--- config.mk ---
export PLATFORM = sky130hd
export DESIGN_NAME = dvmo_port
export DESIGN_NICKNAME = d
export VERILOG_FILES = /design/src/core/dvmo_pkg.sv /design/src/core/dvmo_fifo.sv /design/src/core/dvmo_port.sv
export VERILOG_INCLUDE_DIRS = /design/src /design/src/core
export SDC_FILE = /design/constraint.sdc
export NUM_CORES = 1
export LEC_CHECK = 0
export ABC_AREA = 1
export BUFFER_PORTS_ARGS = -buffer_cell sky130_fd_sc_hd__buf_2
export CORE_AREA = 2 2 252 304
export DETAILED_ROUTE_END_ITERATION = 16
export DIE_AREA = 0 0 254 306
export PLACE_DENSITY = 0.54
export SLEW_MARGIN = 20
export SYNTH_ARGS = -nofsm -noshare
export SYNTH_HDL_FRONTEND = slang
export SYNTH_SLANG_ARGS = --single-unit
--- constraint.sdc ---
create_clock -name MCLK -period 21.3 [get_ports MCLK]
set_input_delay 4.26 -clock MCLK [delete_from_list [all_inputs] [get_ports MCLK]]
set_output_delay 4.26 -clock MCLK [all_outputs]
set_load 0.01 [all_outputs]
--- src/core/dvmo_defines.svh ---
// Timing counts and field widths of the result output port
`ifndef DVMO_DEFINES_SVH
`define DVMO_DEFINES_SVH
`define DVMO_CLK_MHZ 50
`define DVMO_APERTURE_MS 3
`define DVMO_APERTURE_CYC (`DVMO_APERTURE_MS * 1000 * `DVMO_CLK_MHZ)
`define DVMO_FAST_RATE_HZ 30
`define DVMO_FAST_PERIOD_CYC (`DVMO_CLK_MHZ * 1000000 / `DVMO_FAST_RATE_HZ)
`define DVMO_SETTLE_BASE_MS 50
`define DVMO_SETTLE_BASE_CYC (`DVMO_SETTLE_BASE_MS * 1000 * `DVMO_CLK_MHZ)
`define DVMO_DIGITS 5
`define DVMO_FIFO_DEPTH 16
`define DVMO_WORD_W 36
`define DVMO_CNT_W 32
`endif

--- src/core/dvmo_pkg.sv ---
// Types of the result output port
package dvmo_pkg;
    typedef enum logic [2:0] {
        ST_IDLE, ST_SETTLE, ST_SAMPLE, ST_GAP, ST_LOAD
    } dvmo_state_e;
endpackage

--- src/core/dvmo_fifo.sv ---
// Result FIFO between measurement engine and output latches
`timescale 1ns/1ps
`default_nettype none
module dvmo_fifo #(
    parameter int WIDTH = 36,
    parameter int DEPTH = 16
) (
    // Clock and reset
    input wire logic clk,
    input wire logic rst,
    // Fill side
    input wire logic in_valid,
    output logic in_ready,
    input wire logic [WIDTH-1:0] in_data,
    // Drain side
    output logic out_valid,
    input wire logic out_ready,
    output logic [WIDTH-1:0] out_data
);
    localparam int AW = $clog2(DEPTH);
    typedef struct packed {
        logic [DEPTH-1:0][WIDTH-1:0] mem;
        logic [AW-1:0] wp;
        logic [AW-1:0] rp;
        logic [AW:0] cnt;
    } dvmo_fifo_s;
    dvmo_fifo_s q_r, q_nxt;
    logic push, pop;
    assign in_ready = (q_r.cnt != (AW+1)'(DEPTH));
    assign out_valid = (q_r.cnt != '0);
    assign out_data = q_r.mem[q_r.rp];
    assign push = in_valid && in_ready;
    assign pop = out_valid && out_ready;
    always_comb begin
        q_nxt = q_r;
        if (push) begin
            q_nxt.mem[q_r.wp] = in_data;
            q_nxt.wp = q_r.wp + AW'(1);
        end
        if (pop) begin
            q_nxt.rp = q_r.rp + AW'(1);
        end
        q_nxt.cnt = q_r.cnt + (AW+1)'(push) - (AW+1)'(pop);
    end
    always_ff @(posedge clk or posedge rst) begin
        if (rst) begin
            q_r <= '0;
        end else begin
            q_r <= q_nxt;
        end
    end
endmodule
`default_nettype wire

--- src/core/dvmo_port.sv ---
// Result output port: trigger, settling sequencer, sample sync and gated outputs
`include "dvmo_defines.svh"
`timescale 1ns/1ps
`default_nettype none
module dvmo_port
    import dvmo_pkg::*;
#(
    parameter int APERTURE_CYC = `DVMO_APERTURE_CYC,
    parameter int FAST_PERIOD_CYC = `DVMO_FAST_PERIOD_CYC,
    parameter int SETTLE_BASE_CYC = `DVMO_SETTLE_BASE_CYC
) (
    // Clock and reset
    input wire logic MCLK,
    input wire logic RESET,
    // Control inputs
    input wire logic EXT_TRIGGER,
    input wire logic TRIGGER_ENABLE,
    input wire logic FAST_SAMPLE_SELECT,
    // Measurement engine
    input wire logic [2:0] SETTLE_STEPS,
    input wire logic [2:0] AUTORANGE_STEPS,
    input wire logic [`DVMO_WORD_W-1:0] RESULT_DATA,
    input wire logic OVERLOAD_IN,
    output logic RESULT_STALL,
    // Gates
    input wire logic RANGE_CODE_GATE,
    input wire logic OVERRANGE_GATE,
    input wire logic [`DVMO_DIGITS-1:0] DIGIT_GATE,
    input wire logic PRIMARY_FUNCTION_GATE,
    input wire logic SECONDARY_FUNCTION_GATE,
    input wire logic STATUS_FLAG_GATE,
    // Result outputs
    output logic [2:0] RANGE_CODE,
    output logic OVERRANGE,
    output logic [4*`DVMO_DIGITS-1:0] DIGITS,
    output logic [3:0] PRIMARY_FUNCTION,
    output logic [3:0] SECONDARY_FUNCTION,
    // Flags
    output logic BUSY,
    output logic SAMPLE_SYNC_N,
    output logic OVERLOAD,
    output logic TRIGGERED
);
    // Word layout: range 3, overrange 1, digits 20, primary 4, secondary 4, spare 4
    typedef struct packed {
        dvmo_state_e st;
        logic trig_d;
        logic pending;
        logic [`DVMO_CNT_W-1:0] cnt;
        logic [`DVMO_CNT_W-1:0] rate_cnt;
        logic [3:0] steps_left;
        logic [`DVMO_WORD_W-1:0] word;
        logic ovl;
        logic busy;
        logic sync_n;
        logic trig_flag;
    } dvmo_port_s;
    dvmo_port_s q_r, q_nxt;
    logic fifo_in_ready, fifo_out_valid, fifo_out_ready;
    logic [`DVMO_WORD_W-1:0] fifo_out_data;

    // Gate one output group; low gate holds it inactive
    function automatic logic [3:0] gated(input logic g, input logic [3:0] v);
        gated = g ? v : 4'h0;
    endfunction

    // ************************************************
    // Measurement sequencer
    // ************************************************
    logic edge_seen;
    assign edge_seen = EXT_TRIGGER ^ q_r.trig_d;
    assign RESULT_STALL = !fifo_in_ready;
    assign fifo_out_ready = (q_r.st == ST_LOAD);

    always_comb begin
        q_nxt = q_r;
        q_nxt.trig_d = EXT_TRIGGER;
        if (q_r.rate_cnt != '0) begin
            q_nxt.rate_cnt = q_r.rate_cnt - 1'b1;
        end
        if (edge_seen && TRIGGER_ENABLE) begin
            q_nxt.pending = 1'b1;
            q_nxt.trig_flag = 1'b1;
        end
        case (q_r.st)
            ST_IDLE: begin
                if (q_r.pending && q_r.rate_cnt == '0) begin
                    q_nxt.pending = 1'b0;
                    q_nxt.busy = 1'b1;
                    q_nxt.rate_cnt = `DVMO_CNT_W'(FAST_PERIOD_CYC - 1);
                    // settle steps by function and autorange
                    if (FAST_SAMPLE_SELECT) begin
                        q_nxt.steps_left = 4'h1;
                        q_nxt.st = ST_SAMPLE;
                        q_nxt.sync_n = 1'b0;
                        q_nxt.cnt = `DVMO_CNT_W'(APERTURE_CYC - 1);
                    end else begin
                        q_nxt.steps_left = 4'(SETTLE_STEPS) + 4'(AUTORANGE_STEPS) + 4'h1;
                        q_nxt.cnt = `DVMO_CNT_W'(SETTLE_BASE_CYC - 1);
                        q_nxt.st = ST_SETTLE;
                    end
                end
            end
            ST_SETTLE: begin
                if (q_r.cnt != '0) begin
                    q_nxt.cnt = q_r.cnt - 1'b1;
                end else begin
                    q_nxt.sync_n = 1'b0;
                    q_nxt.cnt = `DVMO_CNT_W'(APERTURE_CYC - 1);
                    q_nxt.st = ST_SAMPLE;
                end
            end
            ST_SAMPLE: begin
                if (q_r.cnt != '0) begin
                    q_nxt.cnt = q_r.cnt - 1'b1;
                end else begin
                    q_nxt.sync_n = 1'b1;
                    q_nxt.steps_left = q_r.steps_left - 4'h1;
                    if (q_r.steps_left == 4'h1) begin
                        q_nxt.st = ST_GAP;
                    end else begin
                        q_nxt.cnt = `DVMO_CNT_W'(SETTLE_BASE_CYC - 1);
                        q_nxt.st = ST_SETTLE;
                    end
                end
            end
            ST_GAP: begin
                // Capture into FIFO in the cycle after final aperture close, once the FIFO has room
                if (fifo_in_ready) begin
                    q_nxt.st = ST_LOAD;
                end
            end
            ST_LOAD: begin
                if (fifo_out_valid) begin
                    q_nxt.word = fifo_out_data;
                    q_nxt.ovl = OVERLOAD_IN;
                    q_nxt.busy = 1'b0;
                    q_nxt.st = ST_IDLE;
                end
            end
            default: q_nxt.st = ST_IDLE;
        endcase
    end

    always_ff @(posedge MCLK or posedge RESET) begin
        if (RESET) begin
            q_r <= '{st: ST_IDLE, sync_n: 1'b1, default: '0};
        end else begin
            q_r <= q_nxt;
        end
    end

    // ************************************************
    // Result buffering
    // ************************************************
    logic fifo_push;
    assign fifo_push = (q_r.st == ST_GAP) && fifo_in_ready;
    dvmo_fifo #(.WIDTH(`DVMO_WORD_W), .DEPTH(`DVMO_FIFO_DEPTH)) u_fifo (
        .clk(MCLK),
        .rst(RESET),
        .in_valid(fifo_push),
        .in_ready(fifo_in_ready),
        .in_data(RESULT_DATA),
        .out_valid(fifo_out_valid),
        .out_ready(fifo_out_ready),
        .out_data(fifo_out_data)
    );

    // ************************************************
    // Gated outputs
    // ************************************************
    // per-group gating
    assign RANGE_CODE = RANGE_CODE_GATE ? q_r.word[35:33] : 3'h0;
    assign OVERRANGE = OVERRANGE_GATE & q_r.word[32];
    genvar gi;
    generate
        for (gi = 0; gi < `DVMO_DIGITS; gi++) begin : g_dig
            assign DIGITS[4*gi +: 4] = gated(DIGIT_GATE[gi], q_r.word[12 + 4*gi +: 4]);
        end
    endgenerate
    assign PRIMARY_FUNCTION = gated(PRIMARY_FUNCTION_GATE, q_r.word[11:8]);
    assign SECONDARY_FUNCTION = gated(SECONDARY_FUNCTION_GATE, q_r.word[7:4]);
    assign BUSY = STATUS_FLAG_GATE & q_r.busy;
    assign SAMPLE_SYNC_N = STATUS_FLAG_GATE ? q_r.sync_n : 1'b0;
    assign OVERLOAD = STATUS_FLAG_GATE & q_r.ovl;
    assign TRIGGERED = STATUS_FLAG_GATE & q_r.trig_flag;
endmodule
`default_nettype wire

# --- Word level (Yosys, flattened, before mapping) ---
# Cells that the tools add are included.
word_totals:
  output_inout_bits: 37
  word_cells: 123
  ff_bits: 702
  in_bits: 58
classes:
  reduce_logical: 21
  bitwise_logic: 5
  muxes: 42
  add_sub_neg: 9
  n_lt_le_gt_ge: 3
  eq_ne: 13
ops:
  columns: ["cell", "n"]
  rows:
  - ["bitwise mux 576 bit", 1]
  - ["two-way mux 32 bit", 5]
  - ["binary-select mux 36 bit (select 4 bit)", 1]
  - ["demux 36 bit (select 4 bit)", 1]
  - ["one-hot mux 32 bit (3 select lines)", 1]
  - ["two-way mux 36 bit", 2]
  - ["two-way mux 69 bit", 1]
  - ["nonzero test 32 bit", 2]
  - ["subtractor 32 x 1 -> 32 bit (second input constant)", 2]
  - ["two-way mux 4 bit", 9]
  - ["zero test 32 bit", 1]
  - ["two-way mux 22 bit", 1]
  - ["two-way mux 3 bit", 6]
  - ["one-hot mux 3 bit (5 select lines)", 1]
  - ["adder 4 x 1 -> 4 bit (second input constant)", 3]
  - ["less-than comparator 4 x 5 -> 1 bit (second input constant)", 2]
  - ["!= test 2 bit (second input constant)", 5]
  - ["AND reduction 5 bit", 2]
  - ["AND reduction 3 bit", 3]
  - ["one-hot mux 4 bit (2 select lines)", 1]
  - ["two-way mux 1 bit", 7]
  - ["== test 3 x 2 -> 1 bit (second input constant)", 2]
  - ["logical AND 1 bit", 6]
  - ["two-way mux 2 bit", 3]
  - ["21 further kinds", 25]

# --- Longest topological paths before layout ---
logic_depth:
  ltp_word: 5
  ltp_mapped: 16
  mapped_depth_nobuf: 15

# --- Hierarchy ---
# Synthesis repeated with hierarchy kept, for this count alone.
unflattened:
  hier_cells: 4597
  area_unflattened_um2: 35091.2
modules_own_cells:
  columns: ["mod", "n_inst", "area_each_um2", "cells_each"]
  rows:
  - ["dvmo_fifo", 1, 28677.5, 3694]
  - ["dvmo_port", 1, 6413.7, 903]

# --- Worst setup path before layout ---
# Ideal clock, no wire load.
synth_path:
  path_kind: "input port to output port"
  from: "in OVERRANGE_GATE"
  to: "out OVERRANGE"
  slack_ps: 12665
  cell_stages: 2
  t_arrival_ps: 4375
  path_buffers: 0
  t_required_ps: 17040
  path_cell_list: "nand2_1 -> inv_1"
synth_via:
  elab_chain_cells: 1
synth_rtl:
  columns: ["element", "line_no", "text"]
  rows:
  - ["from (decl)", "dvmo_port.sv:27", "input wire logic OVERRANGE_GATE,"]
  - ["AND 1 bit", "dvmo_port.sv:174", "assign OVERRANGE = OVERRANGE_GATE & q_r.word[32];"]
  - ["to (decl)", "dvmo_port.sv:34", "output logic OVERRANGE,"]
# No other way between the ends.

# --- Worst setup path in the final report ---
layout_path:
  from: "in DIGIT_GATE[3]"
  to: "out DIGITS[13]"
layout_via:
  elab_chain_cells: 1
layout_rtl:
  columns: ["element", "line_no", "text"]
  rows:
  - ["from (decl)", "dvmo_port.sv:28", "input wire logic [`DVMO_DIGITS-1:0] DIGIT_GATE,"]
  - ["two-way mux 4 bit", "dvmo_port.sv:64", "gated = g ? v : 4'h0;"]
  - ["to (decl)", "dvmo_port.sv:35", "output logic [4*`DVMO_DIGITS-1:0] DIGITS,"]
# No other way between the ends.

==> summary.md <==
| Metric | Value |
|---|---|
| Synth top area cells | dfrtp_1 53%, o21ai_0 13%, nand2_1 12%, nor2_1 5.0%, o221ai_1 3.7% |
| Post-CTS Hold Buffers | 0 |
| Post-synth ARST share | 100.0% |
| Initial Util | 39.69% |
| # H-tree levels | 3 |
| Total Routing Usage GR | 22.32% |
| I/O Pins | 95 |
| First-pass GRT wire length | 136.2 mm |
| Combinational Power Share | 32.7% |
| Vias | 24230 |
| CP Class | primary input to output pin |
| Hold Path Class | register to register |
| Flop pwr share | 40.4% |
| Setup crit end kind | output pin |
| # resized after CTS | 0 |
| R2R depth | 8 |
| Ys flop type | dfrtp_1 |
| Worst vdd ir | 0.0001336 V |
| TritonRoute pass-1 iters | 7 |
| Leak Pwr | 15.87 nW |
| Register area | 15880 sq um |
| Clk pwr share | 26.9% |
| Dpl cell area | 30690 sq um |
| Clock Sinks | 634 |
| Slowest CP cell | buf_2 |
| Post-synth top area share | 53.50% |
| Hold Crit Depth | 2 |
| Hold Crit Endpoint | q_r[29]$_DFFE_PP0P_ |
| Post-synth cell types | 45 |
| Post-route cell area | 33070 sq um |
| Final ANT Viol Nets | 0 |
| Row cnt | 110 |
| Routed WL per cell | 18.63 um |
| Die area | 77720 sq um |
| PnR worst setup slack | 12.43 ns |
| Share of cells above drive strength 1 | 8.415% |
| Slew @ Worst Pin | 1.112 ns |
| RR Endpoint | q_r[20]$_DFFE_PP0P_ |
| Hold path start | q_r[29]$_DFFE_PP0P_ |
| CP max FO | 4 |
| Status | completed |
| Net count reported at finish | 3588 |
| Max_slew headroom | 25.88% |
| N_diodes | 0 |
| Final setup violation count | 0 |
| Via density | 5.299 |
| Clock Root Buffer | clkbuf_16 |
| #FFs+latches synth | 634 |
| Endpoints failing hold | 0 |
| Final Wtd Congestion | 0.8216 |
| CTS tree | yes |
| Largest net degree at the start of global routing | 182 |
| Layout Skew | 0.02381 ns |
| CORE AREA | 74600 sq um |
| Fmax | 112.8 MHz |
| Critical-path cell list | buf_2 -> nand2_1 -> inv_1 -> buf_2 |
| Yosys top cell by area | dfrtp_1 |
| Clk buf depth | 3 |
| Initial antenna violation count | 1 |
| CTS buffer count | 72 |
| Slew Viols, Final | 0 |
| Area of the multi-input gates | 12310 sq um |
| Mapped Cells | 3566 |
| Vias in the first global route | 23820 |
| Total number of yosys warnings | 0 |
| Sequential fraction of the synthesis area | 53.59% |
| CP required | 17.04 ns |
| Startpoint types | primary input |
| Internal | 2.855 mW |
| Port Buf Inserts | 90 |
| Switching pwr | 1.816 mW |
| Mapped cell area | 29610 sq um |
| Unrepaired setup endpoints after global routing | false |
| WP data arrival | 4.61 ns |
| Worst skew pair latency | 0.62 ns |
| Syn_nets | 3645 |
| Crit path largest cell delay | 0.13 ns |
| Die height | 306 um |
| Layout filler cell count | 7588 |
| Sw Ratio | 38.87% |
| Pwr dens | 141.2 nW/um^2 |
| Crit-path most repeated cell | buf_2 |
| Max-cap violations | 0 |
| Iter 0 DRT Violations | 1988 |
| Post-CTS Setup Repair Bufs | 0 |
| Reg-to-Reg Start | u_fifo.q_r[5]$_DFFE_PP0P_ |
| Avg Cell Area, Syn | 8.303 sq um |
| Final TNS setup | 0 ns |
| Hpwl dp | 44.34 mm |
| WL final | 85.18 mm |
| Die width | 254 um |
| Clock Pin Slew Worst Setup and Hold Paths | 0.06 ns |
| Fin crit period | 8.867 ns |
| Residual DRC | 0 |
| R2r setup slk | 17.70 ns |
| Setup WS pre-CTS | 12.42 ns |
| Part of the cycle the worst path needs | 41.63% |
| Post-synth EDFFs | 0 |
| Area delta synth->final | 11.69% |
| GRT Residual Overflow | 0 |
-- registers in the layout (all words and copies together) (netlist names) --
signal,count
u_fifo.q_r,525
q_r,109
-- worst max-delay path by stage --
| stage | endpoint | start | slack, ns |
|---|---|---|---|
| 2_1_floorplan | q_r[0]$_DFFE_PP0P_ | RESET | 8.38 |
| 3_3_place_gp | DIGITS[13] | DIGIT_GATE[3] | 12.41 |
| 3_5_place_dp | DIGITS[13] | DIGIT_GATE[3] | 12.42 |
| 4_1_cts | DIGITS[13] | DIGIT_GATE[3] | 12.42 |
| 5_1_grt | DIGITS[13] | DIGIT_GATE[3] | 12.37 |
| 6_report | DIGITS[13] | DIGIT_GATE[3] | 12.43 |
-- per-stage QoR --
step                      hold slack, ns  utilization, %  power, mW  instances
final                             0.4749           44.33      4.671       4573
after global routing              0.4907           44.33      5.033       4573
after CTS                         0.4807           44.33      4.713       4573
after detailed placement          0.4650           41.14      3.440       4443
after global placement            0.4605           41.14      3.415       4443
after floorplan                   0.4400               -      2.990       3566
-- power groups by stage --
| stage | logic (mW) | clock network [mW] | registers (mW) |
|---|---|---|---|
| 2_1_floorplan | 1.20 | 0 | 1.79 |
| 3_3_place_gp | 1.52 | 0 | 1.90 |
| 3_5_place_dp | 1.54 | 0 | 1.90 |
| 4_1_cts | 1.54 | 1.29 | 1.88 |
| 5_1_grt | 1.76 | 1.33 | 1.94 |
| 6_report | 1.53 | 1.25 | 1.89 |
-- layout make-up --
class	count	share of cell area, %
sequential	634	48.02
multi-input combinational	2544	37.23
clock buffer	108	6.402
tap	1008	3.814
timing repair buffer	120	2.119
inverter	137	1.616
clock inverter	22	0.8059
-- cells in the final DEF (no fill, tap or decap), types with 4 or more instances in the layout --
| cell type | Yosys | final |
|---|---|---|
| nor2_1 | 392 | 392 |
| bufinv_16 | 0 | 4 |
| buf_4 | 0 | 28 |
| o21ai_1 | 46 | 46 |
| clkbuf_8 | 0 | 18 |
| o21ai_0 | 747 | 747 |
| clkbuf_16 | 0 | 72 |
| ha_1 | 19 | 19 |
| nand2_2 | 5 | 6 |
| nand2_1 | 945 | 944 |
| clkbuf_1 | 209 | 18 |
| nand4_4 | 6 | 11 |
| o2111ai_1 | 11 | 11 |
| nand3b_1 | 5 | 5 |
| inv_1 | 126 | 122 |
| nand4_1 | 14 | 14 |
| inv_2 | 7 | 8 |
| xnor2_1 | 13 | 13 |
| buf_2 | 21 | 90 |
| dfrtp_1 | 633 | 629 |
| nor2_2 | 8 | 8 |
| nand3_4 | 0 | 4 |
| clkinv_2 | 0 | 9 |
| clkinvlp_4 | 0 | 4 |
| o221ai_1 | 124 | 124 |
| inv_6 | 0 | 4 |
| nand3_1 | 111 | 109 |
| or2_2 | 11 | 11 |
| a21oi_1 | 14 | 14 |
| nor3_1 | 10 | 10 |
| xor2_1 | 30 | 30 |
-- routing by layer --
metal	global-route usage [%]	share of wire (%)
met1	30.41	46
met2	37.62	48
met3	2.615	4.0
met4	6.047	2.0
met5	0	0.015
-- worst max-delay path: cells and delay by family --
family,cells,cell delay [ns]
buffers and inverters,3,0.29
and+or+nand+nor,1,0.06
-- cell usage after synthesis (2+ instances only) --
master	count
a21oi_1	14
clkbuf_1	209
o21ai_1	46
o22ai_1	2
dfrtp_1	633
a211oi_1	2
inv_2	7
nand3_2	3
o21ai_0	747
a21o_1	3
buf_2	21
or2_2	11
nor2_4	3
nand4_1	14
buf_6	4
inv_4	2
o211ai_1	3
nand3_1	111
o221ai_1	124
inv_1	126
nand3b_1	5
nand4_2	5
nor2_2	8
clkinv_1	2
nand4_4	6
buf_1	17
o2111ai_1	11
nand2_1	945
nand2_2	5
fa_1	2
o21bai_1	2
xnor2_1	13
nor2_1	392
nor3_1	10
xor2_1	30
ha_1	19
-- cell families after synthesis --
kind of cell / after synthesis / share of synthesized area (%)
adder cells (fa/ha/maj): 21 / 0.9381
AND/OR/NAND/NOR: 1522 / 20.98
multiplexers: 1 / 0.03381
flip-flops: 634 / 53.59
XOR/XNOR: 43 / 1.272
buffers and inverters: 388 / 5.126
AO/OA/AOI/OAI: 957 / 18.06
Power figures use the tool's default switching activity.
